$ cat src/common/icc_pkg.sv
// shared constants, types and helpers for the input capture channel
package icc_pkg;

    // ---------------------------------------------------------------
    // register map, byte addresses on the 32-bit bus
    // ---------------------------------------------------------------
    localparam logic [7:0]  ADR_CTRL     = 8'h00;
    localparam logic [7:0]  ADR_IO       = 8'h04;
    localparam logic [7:0]  ADR_COUNT    = 8'h08;
    localparam logic [7:0]  ADR_CAP_A    = 8'h0C;
    localparam logic [7:0]  ADR_CAP_B    = 8'h10;
    localparam logic [7:0]  ADR_STATUS   = 8'h14;
    localparam logic [7:0]  ADR_MASK     = 8'h18;

    // ---------------------------------------------------------------
    // field positions
    // ---------------------------------------------------------------
    localparam int          CTRL_W       = 12;
    localparam int          CTRL_STOP    = 0;
    localparam int          CTRL_START   = 1;
    localparam int          CTRL_PSC_LSB = 2;
    localparam int          CTRL_CLR_LSB = 5;
    localparam int          CTRL_NF_A    = 8;
    localparam int          CTRL_NF_B    = 9;
    localparam int          CTRL_IE_A    = 10;
    localparam int          CTRL_IE_B    = 11;
    localparam int          IO_W         = 8;
    localparam int          IO_A_LSB     = 0;
    localparam int          IO_B_LSB     = 4;
    localparam int          EV_A         = 0;
    localparam int          EV_B         = 1;

    // ---------------------------------------------------------------
    // reset values and timing counts
    // ---------------------------------------------------------------
    localparam logic [11:0] CTRL_RESET   = 12'h001;
    localparam logic [7:0]  IO_RESET     = 8'h00;
    localparam logic [15:0] COUNT_RESET  = 16'h0000;
    localparam logic [1:0]  EV_RESET     = 2'h0;
    localparam int          NF_SAMPLES   = 3;
    localparam logic [1:0]  NF_LAST      = 2'(NF_SAMPLES - 1);
    localparam logic [5:0]  DIV1_MASK    = 6'h00;
    localparam logic [5:0]  DIV4_MASK    = 6'h03;
    localparam logic [5:0]  DIV16_MASK   = 6'h0F;
    localparam logic [5:0]  DIV64_MASK   = 6'h3F;

    // ---------------------------------------------------------------
    // codes
    // ---------------------------------------------------------------
    typedef enum logic [3:0] {
        IO_CAP_RISE  = 4'b1000,
        IO_CAP_FALL  = 4'b1001,
        IO_CAP_BOTH  = 4'b1010,
        IO_CAP_BOTHX = 4'b1011
    } icc_io_e;

    typedef enum logic [2:0] {
        CLR_NONE = 3'b000,
        CLR_ON_A = 3'b001,
        CLR_ON_B = 3'b010
    } icc_clr_e;

    typedef enum logic [2:0] {
        PSC_DIV1  = 3'b000,
        PSC_DIV4  = 3'b001,
        PSC_DIV16 = 3'b010,
        PSC_DIV64 = 3'b011
    } icc_psc_e;

    typedef struct packed {
        logic rise;
        logic fall;
    } icc_edge_s;

    // byte-lane merge of a bus write into an old word
    function automatic logic [31:0] icc_merge(input logic [31:0] old_w,
                                              input logic [31:0] new_w,
                                              input logic [3:0]  sel);
        logic [31:0] res;
        res = old_w;
        for (int i = 0; i < 4; i++) begin
            if (sel[i]) begin
                res[i*8 +: 8] = new_w[i*8 +: 8];
            end
        end
        return res;
    endfunction : icc_merge

    // does this edge qualify under the pin's io control code
    function automatic logic icc_io_hit(input logic [3:0] io,
                                        input icc_edge_s   e);
        logic hit;
        hit = 1'b0;
        case (io)
            IO_CAP_RISE:              hit = e.rise;
            IO_CAP_FALL:              hit = e.fall;
            IO_CAP_BOTH, IO_CAP_BOTHX: hit = e.rise | e.fall;
            default:                  hit = 1'b0;
        endcase
        return hit;
    endfunction : icc_io_hit

endpackage : icc_pkg

$ cat src/rtl/icc_capture_channel.sv
// input capture channel: bus slave, counter, captures and interrupts
`timescale 1ns/1ps

// Functional notes
// - clear select on capture b zeroes the counter at each b capture
// - pin a both-edge code captures counter on rising and falling edges
// - pin b falling-edge code captures counter on falling edges only
// - each pin has its own filter enable; cleared passes raw edges
// - 3-bit prescaler select picks count clock; zero is module clock
// - status keeps a sticky flag per capture; capture requests leave as direct pulses
// - module stop keeps channel idle; software clears it before setup
module icc_capture_channel (
    input  wire logic        I_MCLK,
    input  wire logic        I_RST_B,
    input  wire logic        I_WB_CYC,
    input  wire logic        I_WB_STB,
    input  wire logic        I_WB_WE,
    input  wire logic [7:0]  I_WB_ADR,
    input  wire logic [3:0]  I_WB_SEL,
    input  wire logic [31:0] I_WB_DAT,
    output logic      [31:0] O_WB_DAT,
    output logic             O_WB_ACK,
    input  wire logic        I_CAPTURE_PIN_A,
    input  wire logic        I_CAPTURE_PIN_B,
    output logic             O_CAPTURE_A_IRQ,
    output logic             O_CAPTURE_B_IRQ,
    output logic             O_IRQ
);

    // ---------------------------------------------------------------
    // state
    // ---------------------------------------------------------------

    // every flop of this module lives in this one record; filters and prescaler keep their own
    typedef struct packed {
        logic                       ack;
        logic [31:0]                rdat;
        logic [icc_pkg::CTRL_W-1:0] ctrl;
        logic [icc_pkg::IO_W-1:0]   io;
        logic [15:0]                count;
        logic [15:0]                cap_a;
        logic [15:0]                cap_b;
        logic [1:0]                 status;
        logic [1:0]                 mask;
        logic                       irq_a;
        logic                       irq_b;
    } icc_chan_state_s;

    // module stop is set out of reset, so nothing moves until software
    localparam icc_chan_state_s ST_RESET = '{
        ack:    1'b0,
        rdat:   32'h0000_0000,
        ctrl:   icc_pkg::CTRL_RESET,
        io:     icc_pkg::IO_RESET,
        count:  icc_pkg::COUNT_RESET,
        cap_a:  icc_pkg::COUNT_RESET,
        cap_b:  icc_pkg::COUNT_RESET,
        status: icc_pkg::EV_RESET,
        mask:   icc_pkg::EV_RESET,
        irq_a:  1'b0,
        irq_b:  1'b0
    };

    icc_chan_state_s r;
    icc_chan_state_s next_r;

    // ---------------------------------------------------------------
    // control field decode
    // ---------------------------------------------------------------

    logic       stopped;
    logic       active;
    logic       start;
    logic [2:0] psc_sel;
    logic [2:0] clr_sel;
    logic       nf_a;
    logic       nf_b;
    logic       ie_a;
    logic       ie_b;
    logic [3:0] io_a;
    logic [3:0] io_b;

    // plain slices of the control and io registers
    assign stopped = r.ctrl[icc_pkg::CTRL_STOP];
    assign active  = ~stopped;
    assign start   = r.ctrl[icc_pkg::CTRL_START];
    assign psc_sel = r.ctrl[icc_pkg::CTRL_PSC_LSB +: 3];
    assign clr_sel = r.ctrl[icc_pkg::CTRL_CLR_LSB +: 3];
    assign nf_a    = r.ctrl[icc_pkg::CTRL_NF_A];
    assign nf_b    = r.ctrl[icc_pkg::CTRL_NF_B];
    assign ie_a    = r.ctrl[icc_pkg::CTRL_IE_A];
    assign ie_b    = r.ctrl[icc_pkg::CTRL_IE_B];
    assign io_a    = r.io[icc_pkg::IO_A_LSB +: 4];
    assign io_b    = r.io[icc_pkg::IO_B_LSB +: 4];

    // ---------------------------------------------------------------
    // pin conditioning and count clock
    // ---------------------------------------------------------------

    icc_pkg::icc_edge_s edge_a;
    icc_pkg::icc_edge_s edge_b;
    logic               tick;

    // pin a: own filter enable
    icc_pin_filter u_pin_a (
        .i_clk       (I_MCLK),
        .i_rst_b     (I_RST_B),
        .i_pin       (I_CAPTURE_PIN_A),
        .i_filter_en (nf_a),
        .o_edge      (edge_a)
    );

    // pin b: own filter enable
    icc_pin_filter u_pin_b (
        .i_clk       (I_MCLK),
        .i_rst_b     (I_RST_B),
        .i_pin       (I_CAPTURE_PIN_B),
        .i_filter_en (nf_b),
        .o_edge      (edge_b)
    );

    // counts only when out of stop and started
    icc_prescaler u_psc (
        .i_clk   (I_MCLK),
        .i_rst_b (I_RST_B),
        .i_run   (active & start),
        .i_sel   (psc_sel),
        .o_tick  (tick)
    );

    // ---------------------------------------------------------------
    // capture qualification
    // ---------------------------------------------------------------

    logic hit_a;
    logic hit_b;
    logic clr_hit;

    // edges are dropped, not queued, while the module is stopped
    assign hit_a = active & icc_pkg::icc_io_hit(io_a, edge_a);
    assign hit_b = active & icc_pkg::icc_io_hit(io_b, edge_b);

    // counter clear follows the selected capture
    always_comb begin
        clr_hit = 1'b0;
        if (clr_sel == icc_pkg::CLR_ON_B) begin
            clr_hit = hit_b;
        end else if (clr_sel == icc_pkg::CLR_ON_A) begin
            clr_hit = hit_a;
        end
    end

    // ---------------------------------------------------------------
    // wishbone decode
    // ---------------------------------------------------------------

    logic        bus_req;
    logic        wr;
    logic [31:0] rd_word;
    logic [31:0] wr_word;
    logic        wr_ctrl;
    logic        wr_io;
    logic        wr_count;
    logic        wr_cap_a;
    logic        wr_cap_b;
    logic        wr_status;
    logic        wr_mask;
    logic [1:0]  w1c;

    assign bus_req = I_WB_CYC & I_WB_STB;
    // a write lands on the edge where the master sees ack
    assign wr      = bus_req & I_WB_WE & r.ack;

    // read mux; unmapped offsets read zero
    always_comb begin
        rd_word = 32'h0000_0000;
        if (I_WB_ADR == icc_pkg::ADR_CTRL) begin
            rd_word[icc_pkg::CTRL_W-1:0] = r.ctrl;
        end else if (I_WB_ADR == icc_pkg::ADR_IO) begin
            rd_word[icc_pkg::IO_W-1:0] = r.io;
        end else if (I_WB_ADR == icc_pkg::ADR_COUNT) begin
            rd_word[15:0] = r.count;
        end else if (I_WB_ADR == icc_pkg::ADR_CAP_A) begin
            rd_word[15:0] = r.cap_a;
        end else if (I_WB_ADR == icc_pkg::ADR_CAP_B) begin
            rd_word[15:0] = r.cap_b;
        end else if (I_WB_ADR == icc_pkg::ADR_STATUS) begin
            rd_word[1:0] = r.status;
        end else if (I_WB_ADR == icc_pkg::ADR_MASK) begin
            rd_word[1:0] = r.mask;
        end
    end

    // merged write word keeps unselected byte lanes
    assign wr_word = icc_pkg::icc_merge(rd_word, I_WB_DAT, I_WB_SEL);

    // write strobes; channel setup is locked while stopped
    always_comb begin
        wr_ctrl   = 1'b0;
        wr_io     = 1'b0;
        wr_count  = 1'b0;
        wr_cap_a  = 1'b0;
        wr_cap_b  = 1'b0;
        wr_status = 1'b0;
        wr_mask   = 1'b0;
        if (!wr) begin
            wr_ctrl = 1'b0;
        end else if (I_WB_ADR == icc_pkg::ADR_CTRL) begin
            wr_ctrl = 1'b1;
        end else if (I_WB_ADR == icc_pkg::ADR_IO) begin
            wr_io = active;
        end else if (I_WB_ADR == icc_pkg::ADR_COUNT) begin
            wr_count = active;
        end else if (I_WB_ADR == icc_pkg::ADR_CAP_A) begin
            wr_cap_a = active;
        end else if (I_WB_ADR == icc_pkg::ADR_CAP_B) begin
            wr_cap_b = active;
        end else if (I_WB_ADR == icc_pkg::ADR_STATUS) begin
            wr_status = 1'b1;
        end else if (I_WB_ADR == icc_pkg::ADR_MASK) begin
            wr_mask = 1'b1;
        end
    end

    // write-one-to-clear only through the low byte lane
    assign w1c = wr_status ? (I_WB_DAT[1:0] & {2{I_WB_SEL[0]}}) : 2'h0;

    // ---------------------------------------------------------------
    // next state
    // ---------------------------------------------------------------

    always_comb begin
        next_r = r;

        // single-cycle ack; drops the cycle after it was given
        next_r.ack = bus_req & ~r.ack;
        next_r.rdat = 32'h0000_0000;
        if (bus_req && !r.ack && !I_WB_WE) begin
            next_r.rdat = rd_word;
        end

        // configuration
        if (wr_ctrl) begin
            next_r.ctrl = wr_word[icc_pkg::CTRL_W-1:0];
        end
        if (wr_io) begin
            next_r.io = wr_word[icc_pkg::IO_W-1:0];
        end
        if (wr_mask) begin
            next_r.mask = wr_word[1:0];
        end

        // captures take the pre-increment count; they beat a bus write
        if (hit_a) begin
            next_r.cap_a = r.count;
        end else if (wr_cap_a) begin
            next_r.cap_a = wr_word[15:0];
        end
        if (hit_b) begin
            next_r.cap_b = r.count;
        end else if (wr_cap_b) begin
            next_r.cap_b = wr_word[15:0];
        end

        // clear first, then software load, then count tick
        if (clr_hit) begin
            next_r.count = icc_pkg::COUNT_RESET;
        end else if (wr_count) begin
            next_r.count = wr_word[15:0];
        end else if (tick) begin
            next_r.count = r.count + 16'h0001;
        end

        // direct capture requests, one pulse each, nothing latched
        next_r.irq_a = hit_a & ie_a;
        next_r.irq_b = hit_b & ie_b;

        // system status: set wins over a same-cycle clear
        next_r.status = (r.status & ~w1c);
        next_r.status[icc_pkg::EV_A] = next_r.status[icc_pkg::EV_A] | hit_a;
        next_r.status[icc_pkg::EV_B] = next_r.status[icc_pkg::EV_B] | hit_b;
    end

    // ---------------------------------------------------------------
    // registers
    // ---------------------------------------------------------------

    always_ff @(posedge I_MCLK) begin
        if (!I_RST_B) begin
            r <= ST_RESET;
        end else begin
            r <= next_r;
        end
    end

    // ---------------------------------------------------------------
    // outputs
    // ---------------------------------------------------------------

    // all outputs come straight from flops or a gate of flops
    assign O_WB_ACK        = r.ack;
    assign O_WB_DAT        = r.rdat;
    assign O_CAPTURE_A_IRQ = r.irq_a;
    assign O_CAPTURE_B_IRQ = r.irq_b;
    // level interrupt, stays high until the status bit is cleared or its mask bit is written to zero
    assign O_IRQ           = |(r.status & r.mask);

endmodule : icc_capture_channel

$ cat src/rtl/icc_pin_filter.sv
// pin synchroniser, optional noise filter and edge detector
`timescale 1ns/1ps

module icc_pin_filter (
    input  wire logic          i_clk,
    input  wire logic          i_rst_b,
    input  wire logic          i_pin,
    input  wire logic          i_filter_en,
    output icc_pkg::icc_edge_s o_edge
);
    typedef struct packed {
        logic               meta;
        logic               sync;
        logic               filt;
        logic [1:0]         cnt;
        logic               last;
        icc_pkg::icc_edge_s edge_q;
    } icc_filt_state_s;

    icc_filt_state_s r;
    icc_filt_state_s next_r;
    logic            lvl;

    // sync, filter and edge detect; meta is read by sync only
    always_comb begin
        next_r = r;
        next_r.meta = i_pin;
        next_r.sync = r.meta;
        if (!i_filter_en || r.sync == r.filt) begin
            next_r.cnt = 2'h0;
            next_r.filt = r.sync;    // tracks so enabling makes no edge
        end else if (r.cnt == icc_pkg::NF_LAST) begin
            next_r.cnt = 2'h0;
            next_r.filt = r.sync;
        end else begin
            next_r.cnt = r.cnt + 2'h1;
        end
        lvl = i_filter_en ? r.filt : r.sync;
        next_r.last = lvl;
        next_r.edge_q.rise = lvl & ~r.last;
        next_r.edge_q.fall = ~lvl & r.last;
    end

    always_ff @(posedge i_clk) begin
        if (!i_rst_b) begin
            r <= '0;
        end else begin
            r <= next_r;
        end
    end

    assign o_edge = r.edge_q;

endmodule : icc_pin_filter

$ cat src/rtl/icc_prescaler.sv
// count clock prescaler driven by the 3-bit select
`timescale 1ns/1ps

module icc_prescaler (
    input  wire logic       i_clk,
    input  wire logic       i_rst_b,
    input  wire logic       i_run,
    input  wire logic [2:0] i_sel,
    output logic            o_tick
);
    typedef struct packed {
        logic [5:0] div;
    } icc_psc_state_s;

    icc_psc_state_s r;
    icc_psc_state_s next_r;
    logic [5:0]     mask;
    logic           valid;

    // divider free-runs while counting, restarts when stopped
    always_comb begin
        next_r = r;
        mask = icc_pkg::DIV1_MASK;
        valid = 1'b1;
        case (i_sel)
            icc_pkg::PSC_DIV1:  mask = icc_pkg::DIV1_MASK;
            icc_pkg::PSC_DIV4:  mask = icc_pkg::DIV4_MASK;
            icc_pkg::PSC_DIV16: mask = icc_pkg::DIV16_MASK;
            icc_pkg::PSC_DIV64: mask = icc_pkg::DIV64_MASK;
            default:            valid = 1'b0; // no external clock here
        endcase
        o_tick = i_run & valid & ((r.div & mask) == mask);
        next_r.div = i_run ? r.div + 6'h01 : 6'h00;
    end

    always_ff @(posedge i_clk) begin
        if (!i_rst_b) begin
            r <= '0;
        end else begin
            r <= next_r;
        end
    end

endmodule : icc_prescaler

$ cat config.mk
export PLATFORM = sky130hd
export DESIGN_NAME = icc_capture_channel
export DESIGN_NICKNAME = d
export VERILOG_FILES = /design/src/common/icc_pkg.sv /design/src/rtl/icc_capture_channel.sv /design/src/rtl/icc_pin_filter.sv /design/src/rtl/icc_prescaler.sv
export SDC_FILE = /design/constraint.sdc
export NUM_CORES = 1
export LEC_CHECK = 0
export ABC_CLOCK_PERIOD_IN_PS = 3260
export BUFFER_PORTS_ARGS = -buffer_cell sky130_fd_sc_hd__buf_2
export CELL_PAD_IN_SITES_DETAIL_PLACEMENT = 0
export CELL_PAD_IN_SITES_GLOBAL_PLACEMENT = 2
export CORE_MARGIN = 3
export CORE_UTILIZATION = 35
export CTS_BUF_LIST = sky130_fd_sc_hd__clkbuf_8
export CTS_CLUSTER_DIAMETER = 80
export DETAILED_ROUTE_END_ITERATION = 10
export GPL_ROUTABILITY_DRIVEN = 0
export PLACE_DENSITY_LB_ADDON = 0.1
export SYNTH_ARGS = -nofsm -noshare
export SYNTH_HDL_FRONTEND = slang
export SYNTH_SLANG_ARGS = --single-unit
$ cat constraint.sdc
create_clock -name I_MCLK -period 3.26 [get_ports I_MCLK]
set_input_delay 0.978 -clock I_MCLK [delete_from_list [all_inputs] [get_ports I_MCLK]]
set_output_delay 0.978 -clock I_MCLK [all_outputs]
set_load 0.02 [all_outputs]
==> metrics.md, run 1 <==
| Metric | Value |
|---|---|
| Status | finished, final reports clean |
| PwrDens | 429 mW/mm^2 |
| Max-slew headroom | 51.8% |
| Synth top area share | 35.7% |
| Die width | 141 um |
| CP Data Required Time | 3.59 ns |
| Tmin final | 2.64 ns |
| # fillers | 1783 |
| Critical path launch point type | input port |
| Crit path max-delay family | compound AO/OA/AOI/OAI gates |
| Area contributors post-synth | dfxtp_1 (36%), nor2_1 (4.7%), nand2_1 (4.5%) |
| Worst Hold Path EP | u_pin_a.r[3] |
| Max-cap viol count | 0 |
| Worst Hold Class | flop to flop |
| Die footprint | 0.0198 mm^2 |
| CTS Hold Bufs | 0 |
| Detailed router's first-iteration violation count | 463 |
| Core ar. | 0.0175 mm^2 |
| Mux cell area share after synthesis | 3.27% |
| Hold Violations, Final | 0 |
| Routed wire length | 22000 um |
| Hold path depth | 1 |
| #FFs+latches synth | 113 |
| First-pass GRT wire length | 34100 um |
| Synth Warn # | 0 |
| Crit share post-route | 81.0% |
| Dpl ws | 0.167 ns |
| Max Slew Vio Count | 0 |
| CTS Buffer Depth | 2 |
| Synth Area in Simple Gates | 26.9% |
| Starting density of the core | 36.2% |
| Std-Cell Rows | 48 |
| Critical path capture point type | flop |
| CTS clk-pin slew, worst paths | 0.08 ns |
| Largest family of logic cells by synthesized area | simple AND/OR/NAND/NOR gates |
| Worst Slack Setup Final | 0.618 ns |
| Critical R2R Capture | r[41] |
| FF-to-FF Start | r[62] |
| Drt pass-1 iters | 5 |
| Die Height | 141 um |
| Slowest cell on crit path | a2111oi_2 |
| CTS resizes | 0 |
| Post CTS Setup Buffer Count | 0 |
| Fin Clk Skew | 0.0137 ns |
| Remaining global-route overflow | 0 |
| Largest net degree at the start of global routing | 42 |
| Synth area leader | dfxtp_1 |
| Slowest Stage Delay on Critical Path | 0.70 ns |
| Gr usage total | 22.2% |
| Area grow syn2layout | 13.6% |
| Post-route ant nets | 0 |
| Least-Margin Pin Slew | 0.723 ns |
| CTS tree | built |
| RSZ-0062 raised after global routing | no |
| EDFF count, synth | 0 |
| H-tree depth | 4 |
| CTS Sinks | 113 |
| Hold path start | u_pin_a.r[3] |
| Total CTS buffers | 17 |
| Setup tns final | 0 ns |
| Async set-reset flop share out of synthesis | 0% |
| Worst-path fanout max | 7 |
| Via density | 5.75 |
| R2R depth | 5 |
| WP buf/inv | 2 |
| Post-synthesis compound-gate area fraction | 22.9% |
| Fmax achieved | 0.378 GHz |
| Share of cells above drive strength 1 | 18.7% |
| Sequential share of the synthesized area | 35.7% |
| Peak VDD IR | 0.283 mV |
| Hold slack | 0.411 ns |
| WS Path Type | input port to flop |
| Syn avg cell area | 8.11 um^2 |
| Flop2flop setup slack | 0.97 ns |
| Mapped Cells | 782 |
| Cell area after synthesis | 0.00634 mm^2 |
| I/O pin cnt | 87 |
| Final Setup Violations | 0 |
| ANT cells | 0 |
| Remaining DRCs | 0 |
| Synth Area in XOR/XNOR | 2.07% |
| Worst-Skew Late Latency | 0.44 ns |
| P_leak | 0.00263 uW |
| Root Buffer | clkbuf_8 |
| Ys flop type | dfxtp_1 |
| CP arrival | 2.97 ns |
| Final core utilization | 41.1% |
| Final nets | 869 |
| Synth top cells by count | dfxtp_1 (113), nor2_1 (80), nand2_1 (76) |
| DR vias | 6051 |
| HPWL Detailed | 15600 um |
| Routed len/inst | 20.9 um |
| Most numerous cell in the Yosys netlist | dfxtp_1 |
| Post-Synth Adder-Cell Area | 0.789% |
| Vias in the first global route | 6025 |
| Distinct cells, synth | 74 |
| Port bufs | 52 |
| Crit path cell chain | buf_2 -> nor4_1 -> buf_4 -> nand2_1 -> a2111oi_2 -> nor3_1 -> a2111oi_0 |
| Initial antenna violation count | 0 |
cell type report:
cell class | count | area [um^2] | share of cell area (%)
well taps | 225 | 282 | 3.91
clock inverters | 13 | 174 | 2.41
flip-flops and latches | 113 | 2260 | 31.4
clock buffers | 19 | 262 | 3.63
multi-input cells | 579 | 3610 | 50.1
repair buffers | 89 | 563 | 7.82
inverters | 14 | 52.6 | 0.729
worst max path at each step:
stage                start     to  slack [ns]  cells after the start
2_1_floorplan  I_WB_ADR[3]  r[50]        0.45                      8
3_3_place_gp   I_WB_ADR[5]   ie_a        0.18                      8
3_5_place_dp   I_WB_ADR[5]   r[9]        0.17                      7
4_1_cts        I_WB_ADR[5]   r[9]        0.63                      7
5_1_grt        I_WB_ADR[1]   r[9]        0.37                      7
6_report       I_WB_ADR[5]   r[9]        0.62                      7
cell families after synthesis:
group | Yosys count
simple gates | 330
xor+xnor | 15
flops | 113
mux | 20
compound gates | 194
buf+inv | 105
fa+ha+maj | 4
other cells | 1
through the flow:
step,instances,instance area [um^2],power [uW]
after floorplan,797,6400,1570
after global placement,1020,6770,1640
after detailed placement,1020,6770,1640
after CTS,1052,7200,3120
after global routing,1052,7200,3200
final,1052,7200,3090
flip-flops by register name (all words and copies together), names as in the netlist:
register and flops:
nf_a 1, io_b 4, O_WB_ACK 1, clr_sel 3
nf_b 1, io_a 4, u_pin_b.next_r 1, ie_a 1
ie_b 1, O_CAPTURE_B_IRQ 1, psc_sel 3, O_CAPTURE_A_IRQ 1
u_pin_a.r 5, u_pin_a.o_edge 2, u_pin_b.o_edge 2, r 54
u_pin_a.next_r 1, u_psc.r 6, O_WB_DAT 16, u_pin_b.r 5
layer usage:
metal,part of all wire (%),track usage [%]
met1,46,29.4
met5,0,0
met4,3.1,9.38
met3,5.5,4.58
met2,46,35.1
layout by cell type, fill, tap and decap left out, drive strengths merged, types with 10 or more instances in the layout:
| cell | instances |
|---|---|
| buf | 89 |
| nand3b | 16 |
| nand3 | 25 |
| nand2 | 76 |
| and2 | 15 |
| xnor2 | 10 |
| a2111oi | 13 |
| o32ai | 12 |
| a21o | 17 |
| mux2i | 14 |
| nand4 | 12 |
| nor2 | 81 |
| inv | 18 |
| o21ai | 22 |
| a211oi | 13 |
| nor3 | 37 |
| conb | 16 |
| dfxtp | 113 |
| a21oi | 39 |
| clkbuf | 19 |
power by group:
part,internal [uW],leakage [uW],switching (uW),total (uW)
registers,1380,0.000911,3.11,1390
logic,70.5,0.00151,156,226
clock network,810,0.000210,670,1480
worst register-to-register path, stage by stage, from the launching register on:
cell      delay [ns]
dfxtp_1         0.46
nor2b_1         0.40
nand2b_1        0.28
or4b_2          0.70
xor2_1          0.17
a211oi_1        0.22
No activity file was read; power rests on OpenSTA's default activity.
==> run 2, diff against run 1 <==
--- a/config.mk
+++ b/config.mk
@@ -5,12 +5,13 @@
 export SDC_FILE = /design/constraint.sdc
 export NUM_CORES = 1
 export LEC_CHECK = 0
-export ABC_CLOCK_PERIOD_IN_PS = 3260
+export ABC_AREA = 1
+export ABC_CLOCK_PERIOD_IN_PS = 2260
 export BUFFER_PORTS_ARGS = -buffer_cell sky130_fd_sc_hd__buf_2
 export CELL_PAD_IN_SITES_DETAIL_PLACEMENT = 0
 export CELL_PAD_IN_SITES_GLOBAL_PLACEMENT = 2
 export CORE_MARGIN = 3
-export CORE_UTILIZATION = 35
+export CORE_UTILIZATION = 30
 export CTS_BUF_LIST = sky130_fd_sc_hd__clkbuf_8
 export CTS_CLUSTER_DIAMETER = 80
 export DETAILED_ROUTE_END_ITERATION = 10
==> constraint.sdc (replaced) <==
create_clock -name I_MCLK -period 2.26 [get_ports I_MCLK]
set_input_delay 0.678 -clock I_MCLK [delete_from_list [all_inputs] [get_ports I_MCLK]]
set_output_delay 0.678 -clock I_MCLK [all_outputs]
set_load 0.02 [all_outputs]
==> run 2 against run 1 <==
Compared with the run above: power grew 48%; design area shrank 2.5%; flip-flop and latch count is the same; critical path type is now flop to flop; sequential share of layout area grew 0.82 points; wire length shrank 17%.
==> metrics.md, run 2 <==
| Metric | Value |
|---|---|
| Status | finished, final reports clean (unchanged) |
| WS Path Type | flop to flop (was input port to flop) |
| CTS clk-pin slew, worst paths | 0.08 ns (about the same) |
| Sequential share of the synthesized area | 39.1% (was 35.7%) |
| Max reg flops | 54 (unchanged) |
| Initial antenna violation count | 0 (unchanged) |
| Crit share post-route | 91.3% |
| Worst-path fanout max | 7 (unchanged) |
| # fillers | 2012 (was 1783) |
| Gr usage total | 17.3% (was 22.2%) |
| # placed instances | 1155 (was 1020) |
| Worst setup path startpoint | r[62] (was I_WB_ADR[5]) |
| Worst-Skew Late Latency | 0.44 ns (about the same) |
| Async set-reset flop share out of synthesis | 0% (unchanged) |
| Fmax achieved | 0.484 GHz |
| Post-route ant nets | 0 (unchanged) |
| Drt pass-1 iters | 5 (unchanged) |
| CP Data Required Time | 2.58 ns (was 3.59 ns) |
| Mapped Cells | 833 (was 782) |
| CTS Sinks | 113 (unchanged) |
| ANT cells | 0 (unchanged) |
| Max-slew headroom | 50.2% (was 51.8%) |
| Std-Cell Rows | 50 (was 48) |
| Largest net degree at the start of global routing | 57 (was 42) |
| Core ar. | 0.0188 mm^2 (was 0.0175 mm^2) |
| Remaining DRCs | 0 (unchanged) |
| Max-cap viol count | 0 (unchanged) |
| Most numerous cell in the Yosys netlist | inv_1 (was dfxtp_1) |
| #FFs+latches synth | 113 (unchanged) |
| Routed wire length | 18400 um (was 22000 um) |
| Synth Warn # | 0 (unchanged) |
| Post-DP Area | 0.00653 mm^2 (was 0.00677 mm^2) |
| HPWL Detailed | 13500 um (was 15600 um) |
| Slowest cell on crit path | dfxtp_1 (was a2111oi_2) |
| CTS resizes | 0 (unchanged) |
| Root Buffer | clkbuf_8 (unchanged) |
| Ys flop type | dfxtp_1 (unchanged) |
| Worst Hold Class | flop to flop (unchanged) |
| CTS Buffer Depth | 2 (unchanged) |
| Port bufs | 52 (unchanged) |
| Least-Margin Pin Slew | 0.740 ns (was 0.723 ns) |
| PwrDens | 654 mW/mm^2 (was 429 mW/mm^2) |
| Area grow syn2layout | 21.3% (was 13.6%) |
| Hold Violations, Final | 0 (unchanged) |
| Final instance area | 0.00702 mm^2 (was 0.00720 mm^2) |
| I/O pin cnt | 87 (unchanged) |
| Share of cells above drive strength 1 | 18.5% (was 18.7%) |
| Critical path launch point type | flop (was input port) |
| First-pass GRT wire length | 28600 um (was 34100 um) |
| Die footprint | 0.0210 mm^2 (was 0.0198 mm^2) |
| Routed len/inst | 15.5 um (was 20.9 um) |
| Area contributors post-synth | dfxtp_1 (39%), inv_1 (9.7%), nand2_1 (8.4%) (was dfxtp_1 (36%), nor2_1 (4.7%), nand2_1 (4.5%)) |
| Cell area after synthesis | 0.00579 mm^2 (was 0.00634 mm^2) |
| Remaining global-route overflow | 0 (unchanged) |
| EDFF count, synth | 0 (unchanged) |
| Syn avg cell area | 6.95 um^2 (was 8.11 um^2) |
| CTS tree | built (unchanged) |
| RSZ-0062 raised after global routing | no (unchanged) |
| CTS Hold Bufs | 0 (unchanged) |
| CP arrival | 2.39 ns (was 2.97 ns) |
| R2R depth | 10 (was 5) |
| Via density | 4.63 (was 5.75) |
| Total CTS buffers | 17 (unchanged) |
| PnR Total Power | 4590 uW (was 3090 uW) |
| Synth top area share | 39.1% (was 35.7%) |
| DR vias | 5496 (was 6051) |
| CP most frequent cell | nand2_1 |
| Detailed router's first-iteration violation count | 365 (was 463) |
| Starting density of the core | 30.7% (was 36.2%) |
| Die width | 145 um (was 141 um) |
| Crit path cell chain | inv_2 -> nand2_1 -> nor3_2 -> nand2_2 -> inv_1 -> nand2_1 -> nand2_1 -> nand2_1 -> o21ai_0 -> a21oi_1 (was buf_2 -> nor4_1 -> buf_4 -> nand2_1 -> a2111oi_2 -> nor3_1 -> a2111oi_0) |
| Hold path depth | 1 (unchanged) |
| FF-to-FF Start | r[62] (unchanged) |
| H-tree depth | 4 (unchanged) |
| Synth area leader | dfxtp_1 (unchanged) |
| Distinct cells, synth | 42 (was 74) |
| Vias in the first global route | 5235 (was 6025) |
| Tmin final | 2.06 ns |
| Synth top cells by count | inv_1 (150), nand2_1 (130), dfxtp_1 (113) (was dfxtp_1 (113), nor2_1 (80), nand2_1 (76)) |
| Stages on worst setup path | 10 (was 7) |
| Die Height | 145 um (was 141 um) |
| Biggest register | r (unchanged) |
| Most frequent cells in the layout | inv_1 (153), nand2_1 (129), dfxtp_1 (113) (was dfxtp_1 (113), nor2_1 (80), nand2_1 (76)) |
| WP buf/inv | 2 (unchanged) |
| Final nets | 969 (was 869) |
| Final Setup Violations | 0 (unchanged) |
| Peak VDD IR | 0.517 mV (was 0.283 mV) |
| Hold path start | u_pin_b.r[3] (was u_pin_a.r[3]) |
| Post CTS Setup Buffer Count | 0 (unchanged) |
| Commonest non-fill, non-tap cell in the layout | inv_1 (was dfxtp_1) |
| Slowest Stage Delay on Critical Path | 0.43 ns (was 0.70 ns) |
| Max Slew Vio Count | 0 (unchanged) |
| Non-Filler Instances | 1186 (was 1052) |
| P_leak | 0.00296 uW (was 0.00263 uW) |
| Crit path max-delay family | simple AND/OR/NAND/NOR gates (was compound AO/OA/AOI/OAI gates) |
| Fin Clk Skew | 0.0156 ns (was 0.0137 ns) |
| Critical path capture point type | flop (unchanged) |
==> run 2: cell count changes after synthesis, moves of 21 or more <==
cell / change
o22ai_1: +38
clkbuf_1: -37
inv_1: +136
nor3_1: -21
nand2_1: +54
nand3_1: +23
a21oi_1: +43
==> run 2: worst reg2reg max path: cells and delay by family, from the launching register on <==
family,cells,cell delay (ns)
simple gates,6,0.92
flops,1,0.43
compound gates,2,0.22
buf+inv,2,0.38
==> run 2: per-layer routing <==
metal	vias to the layer above	share of wire, %	global-route usage, %
li1	2821	-	-
met1	2514	48	23.2
met2	142	46	27.8
met3	19	4.8	4.31
met4	0	1.8	5.18
met5	-	0	0
==> run 2: cells by family after synthesis <==
family / Yosys count / synth area share (%)
xor gates and xnor gates: 4 / 0.605
DFF: 113 / 39.1
and+or+nand+nor: 300 / 23.9
other: 1 / 0.0648
buffers and inverters: 217 / 16.9
AOI/OAI and AO/OA: 194 / 18.7
adders and majority gates: 4 / 0.865
==> run 2: layout make-up <==
cell class	instances	area, um^2	share of cell area (%)
clock inverter	13	243	3.46
multi-input combinational	518	2610	37.2
tap	260	325	4.63
inverter	158	594	8.46
sequential	113	2260	32.2
timing repair buffer	106	741	10.5
clock buffer	18	248	3.53
==> run 2: metrics by stage <==
step	setup WS (ns)	utilization, %	TNS, ns	hold WS, ns
floorplan	0.357	-	0	0.390
global placement	-0.0776	34.7	-0.546	0.402
detailed placement	-0.134	34.7	-1.66	0.406
CTS	0.106	37.3	0	0.388
global route	0.0437	37.3	0	0.409
finish	0.196	37.3	0	0.410
==> run 2: path summary, 6_finish.rpt <==
path / endpoint / slack (ns)
worst max-delay path: r[40] / 0.20
worst min-delay path: u_pin_b.r[3] / 0.41
worst max register to register: r[40] / 0.20
worst min register to register: u_pin_b.r[3] / 0.41
==> run 2: where the power goes <==
group          internal, uW  switching (uW)  leakage [uW]
Combinational          61.3             144       0.00179
Clock                  1550             838      0.000253
Sequential             2000            3.92      0.000911
==> run 3, diff against run 2 <==
--- a/config.mk
+++ b/config.mk
@@ -17,6 +17,7 @@
 export DETAILED_ROUTE_END_ITERATION = 10
 export GPL_ROUTABILITY_DRIVEN = 0
 export PLACE_DENSITY_LB_ADDON = 0.1
+export RECOVER_POWER = 25
 export SYNTH_ARGS = -nofsm -noshare
 export SYNTH_HDL_FRONTEND = slang
 export SYNTH_SLANG_ARGS = --single-unit
==> run 3 against run 2 <==
Compared with the run above: flip-flop and latch count unchanged; clock skew about the same; maximum frequency decreased by 0.23%; first-iteration DRC count decreased by 13%; via count decreased by 0.36%; design area decreased by 0.39%; clock power about the same; critical endpoint unchanged; global-route usage unchanged; worst setup slack got worse by 0.0048 ns; power about the same; largest power group unchanged; utilization decreased by 0.15 points; largest cell class unchanged.
==> metrics.md, run 3 (same netlist as run 2, synthesis figures left out) <==
| Metric | Value |
|---|---|
| PwrDens | 656 mW/mm^2 (was 654 mW/mm^2) |
| Hold Violations, Final | 0 (unchanged) |
| Remaining DRCs | 0 (unchanged) |
| Dpl ws | -0.134 ns (unchanged) |
| Via density | 4.62 (was 4.63) |
| Die width | 145 um (unchanged) |
| Max-slew headroom | 20.1% (was 50.2%) |
| Worst Hold Path EP | u_pin_b.r[3] (unchanged) |
| Worst Hold Class | flop to flop (unchanged) |
| Routed len/inst | 15.5 um (about the same) |
| RSZ-0062 raised after global routing | no (unchanged) |
| Final nets | 969 (unchanged) |
| CTS Hold Bufs | 0 (unchanged) |
| Most frequent cells in the layout | inv_1 (154), nand2_1 (129), dfxtp_1 (113) (was inv_1 (153), nand2_1 (129), dfxtp_1 (113)) |
| Commonest non-fill, non-tap cell in the layout | inv_1 (unchanged) |
| Hold path start | u_pin_b.r[3] (unchanged) |
| Routed wire length | 18400 um (about the same) |
| Clk pwr share | 52.0% (was 51.9%) |
| I/O pin cnt | 87 (unchanged) |
| Port bufs | 52 (unchanged) |
| Met1 GRT Util | 23.2% (unchanged) |
| Flop2flop setup slack | 0.19 ns (was 0.20 ns) |
| Biggest register | r (unchanged) |
| WS Path Type | flop to flop (unchanged) |
| Least-Margin Pin Slew | 1.20 ns (was 0.740 ns) |
| Root Buffer | clkbuf_8 (unchanged) |
| Max reg flops | 54 (unchanged) |
| Hold path depth | 1 (unchanged) |
| R2R depth | 10 (unchanged) |
| HPWL Detailed | 13500 um (unchanged) |
| Final Setup Violations | 0 (unchanged) |
| Hold slack | 0.410 ns (about the same) |
| Peak VDD IR | 0.515 mV (was 0.517 mV) |
| FF-to-FF Start | r[62] (unchanged) |
| Std-Cell Rows | 50 (unchanged) |
| # placed instances | 1155 (unchanged) |
| Remaining global-route overflow | 0 (unchanged) |
| Status | finished, final reports clean (unchanged) |
| Critical R2R Capture | r[40] (unchanged) |
| Busiest grt layer | met2 (unchanged) |
| Setup tns final | 0 ns (unchanged) |
| Psw | 988 uW (was 986 uW) |
| Initial antenna violation count | 0 (unchanged) |
| CP Data Required Time | 2.58 ns (about the same) |
| Power share of the combinational group | 4.4% (was 4.5%) |
| CTS tree | built (unchanged) |
| Fin Clk Skew | 0.0160 ns (was 0.0156 ns) |
| Core ar. | 0.0188 mm^2 (unchanged) |
| Post CTS Setup Buffer Count | 0 (unchanged) |
| Post-route ant nets | 0 (unchanged) |
| Drt pass-1 iters | 5 (unchanged) |
| Share of cells above drive strength 1 | 17.7% (was 18.5%) |
| GR met3 Demand/Resource | 4.31% (unchanged) |
| Int Power | 3600 uW (was 3610 uW) |
| Met2 Usage GRT | 27.8% (unchanged) |
| DR vias | 5476 (was 5496) |
| H-tree depth | 4 (unchanged) |
| Fmax achieved | 0.483 GHz (was 0.484 GHz) |
| ANT cells | 0 (unchanged) |
| Starting density of the core | 30.7% (unchanged) |
| Die Height | 145 um (unchanged) |
| P_leak | 0.00293 uW (was 0.00296 uW) |
| Worst-path fanout max | 7 (unchanged) |
| # fillers | 2018 (was 2012) |
| Net switching fraction of the power | 21.5% (about the same) |
| CTS Sinks | 113 (unchanged) |
| CTS clk-pin slew, worst paths | 0.08 ns (about the same) |
| Worst Slack Setup Final | 0.191 ns (was 0.196 ns) |
| Gr usage total | 17.3% (unchanged) |
| Max Slew Vio Count | 0 (unchanged) |
| Worst-Skew Late Latency | 0.44 ns (about the same) |
| Non-Filler Instances | 1186 (unchanged) |
| Area grow syn2layout | 20.8% (was 21.3%) |
| Tmin final | 2.07 ns (was 2.06 ns) |
| Critical path launch point type | flop (unchanged) |
| Die footprint | 0.0210 mm^2 (unchanged) |
| Largest net degree at the start of global routing | 57 (unchanged) |
| Total CTS buffers | 17 (unchanged) |
| Detailed router's first-iteration violation count | 319 (was 365) |
| First-pass GRT wire length | 28600 um (unchanged) |
| Critical path capture point type | flop (unchanged) |
| Vias in the first global route | 5235 (unchanged) |
| Max-cap viol count | 0 (unchanged) |
| PnR Total Power | 4590 uW (about the same) |
| Seq pwr share | 43.6% (about the same) |
| Crit share post-route | 91.5% (was 91.3%) |
| CTS Buffer Depth | 2 (unchanged) |
| CP arrival | 2.39 ns (about the same) |
run 3: cell count changes in the layout (fill, tap and decap cells not counted):
cell | before | now
clkbuf_1 | 0 | 6
buf_2 | 52 | 49
buf_4 | 48 | 46
buf_12 | 6 | 5
inv_1 | 153 | 154
inv_2 | 6 | 5
run 3: worst max-delay path by stage:
stage                      from    end  cells past startpoint
floorplan           I_WB_ADR[6]  r[15]                      9
global placement    I_WB_ADR[5]  r[36]                     11
detailed placement  I_WB_ADR[5]  r[36]                     11
CTS                       r[62]  r[40]                     10
global route              r[62]  r[40]                     10
finish                    r[62]  r[40]                     10
run 3: power groups by stage:
stage          logic (uW)  clock network (uW)  registers [uW]
6_report              200                2390            2000
5_1_grt               221                2550            2000
3_3_place_gp          203                   0            2050
3_5_place_dp          205                   0            2050
4_1_cts               206                2460            2000
2_1_floorplan         137                   0            2050
run 3: critical path: stages (launching register included):
cell,delay [ns]
dfxtp_1,0.43
inv_2,0.13
nand2_1,0.14
nor3_2,0.34
nand2_2,0.22
inv_1,0.25
nand2_1,0.11
nand2_1,0.07
nand2_1,0.04
o21ai_0,0.17
a21oi_1,0.06
run 3: what timing repair did:
item                                   CTS  global route
resized for setup                        0             1
endpoints found under the hold margin    0             0
setup endpoints to repair                0             1
run 3: layout make-up:
class / count / area, um^2 / area share (%)
Clock inverter: 13 / 243 / 3.47
Tap cell: 260 / 325 / 4.65
Multi-Input combinational cell: 518 / 2610 / 37.3
Timing Repair Buffer: 106 / 713 / 10.2
Sequential cell: 113 / 2260 / 32.3
Clock buffer: 18 / 248 / 3.54
Inverter: 158 / 594 / 8.50
run 3: per-stage QoR:
step                      instance area [um^2]  utilization [%]
after floorplan                           5850                -
after global placement                    6530             34.7
after detailed placement                  6530             34.7
after CTS                                 7020             37.3
after global routing                      6990             37.1
final                                     6990             37.1
run 3: routing by layer:
layer / routed length, um / vias to the layer above / share of wire [%]
li1: - / 2819 / -
met4: 331 / 0 / 1.8
met2: 8410 / 129 / 46
met3: 816 / 19 / 4.4
met5: 0 / - / 0
met1: 8810 / 2509 / 48
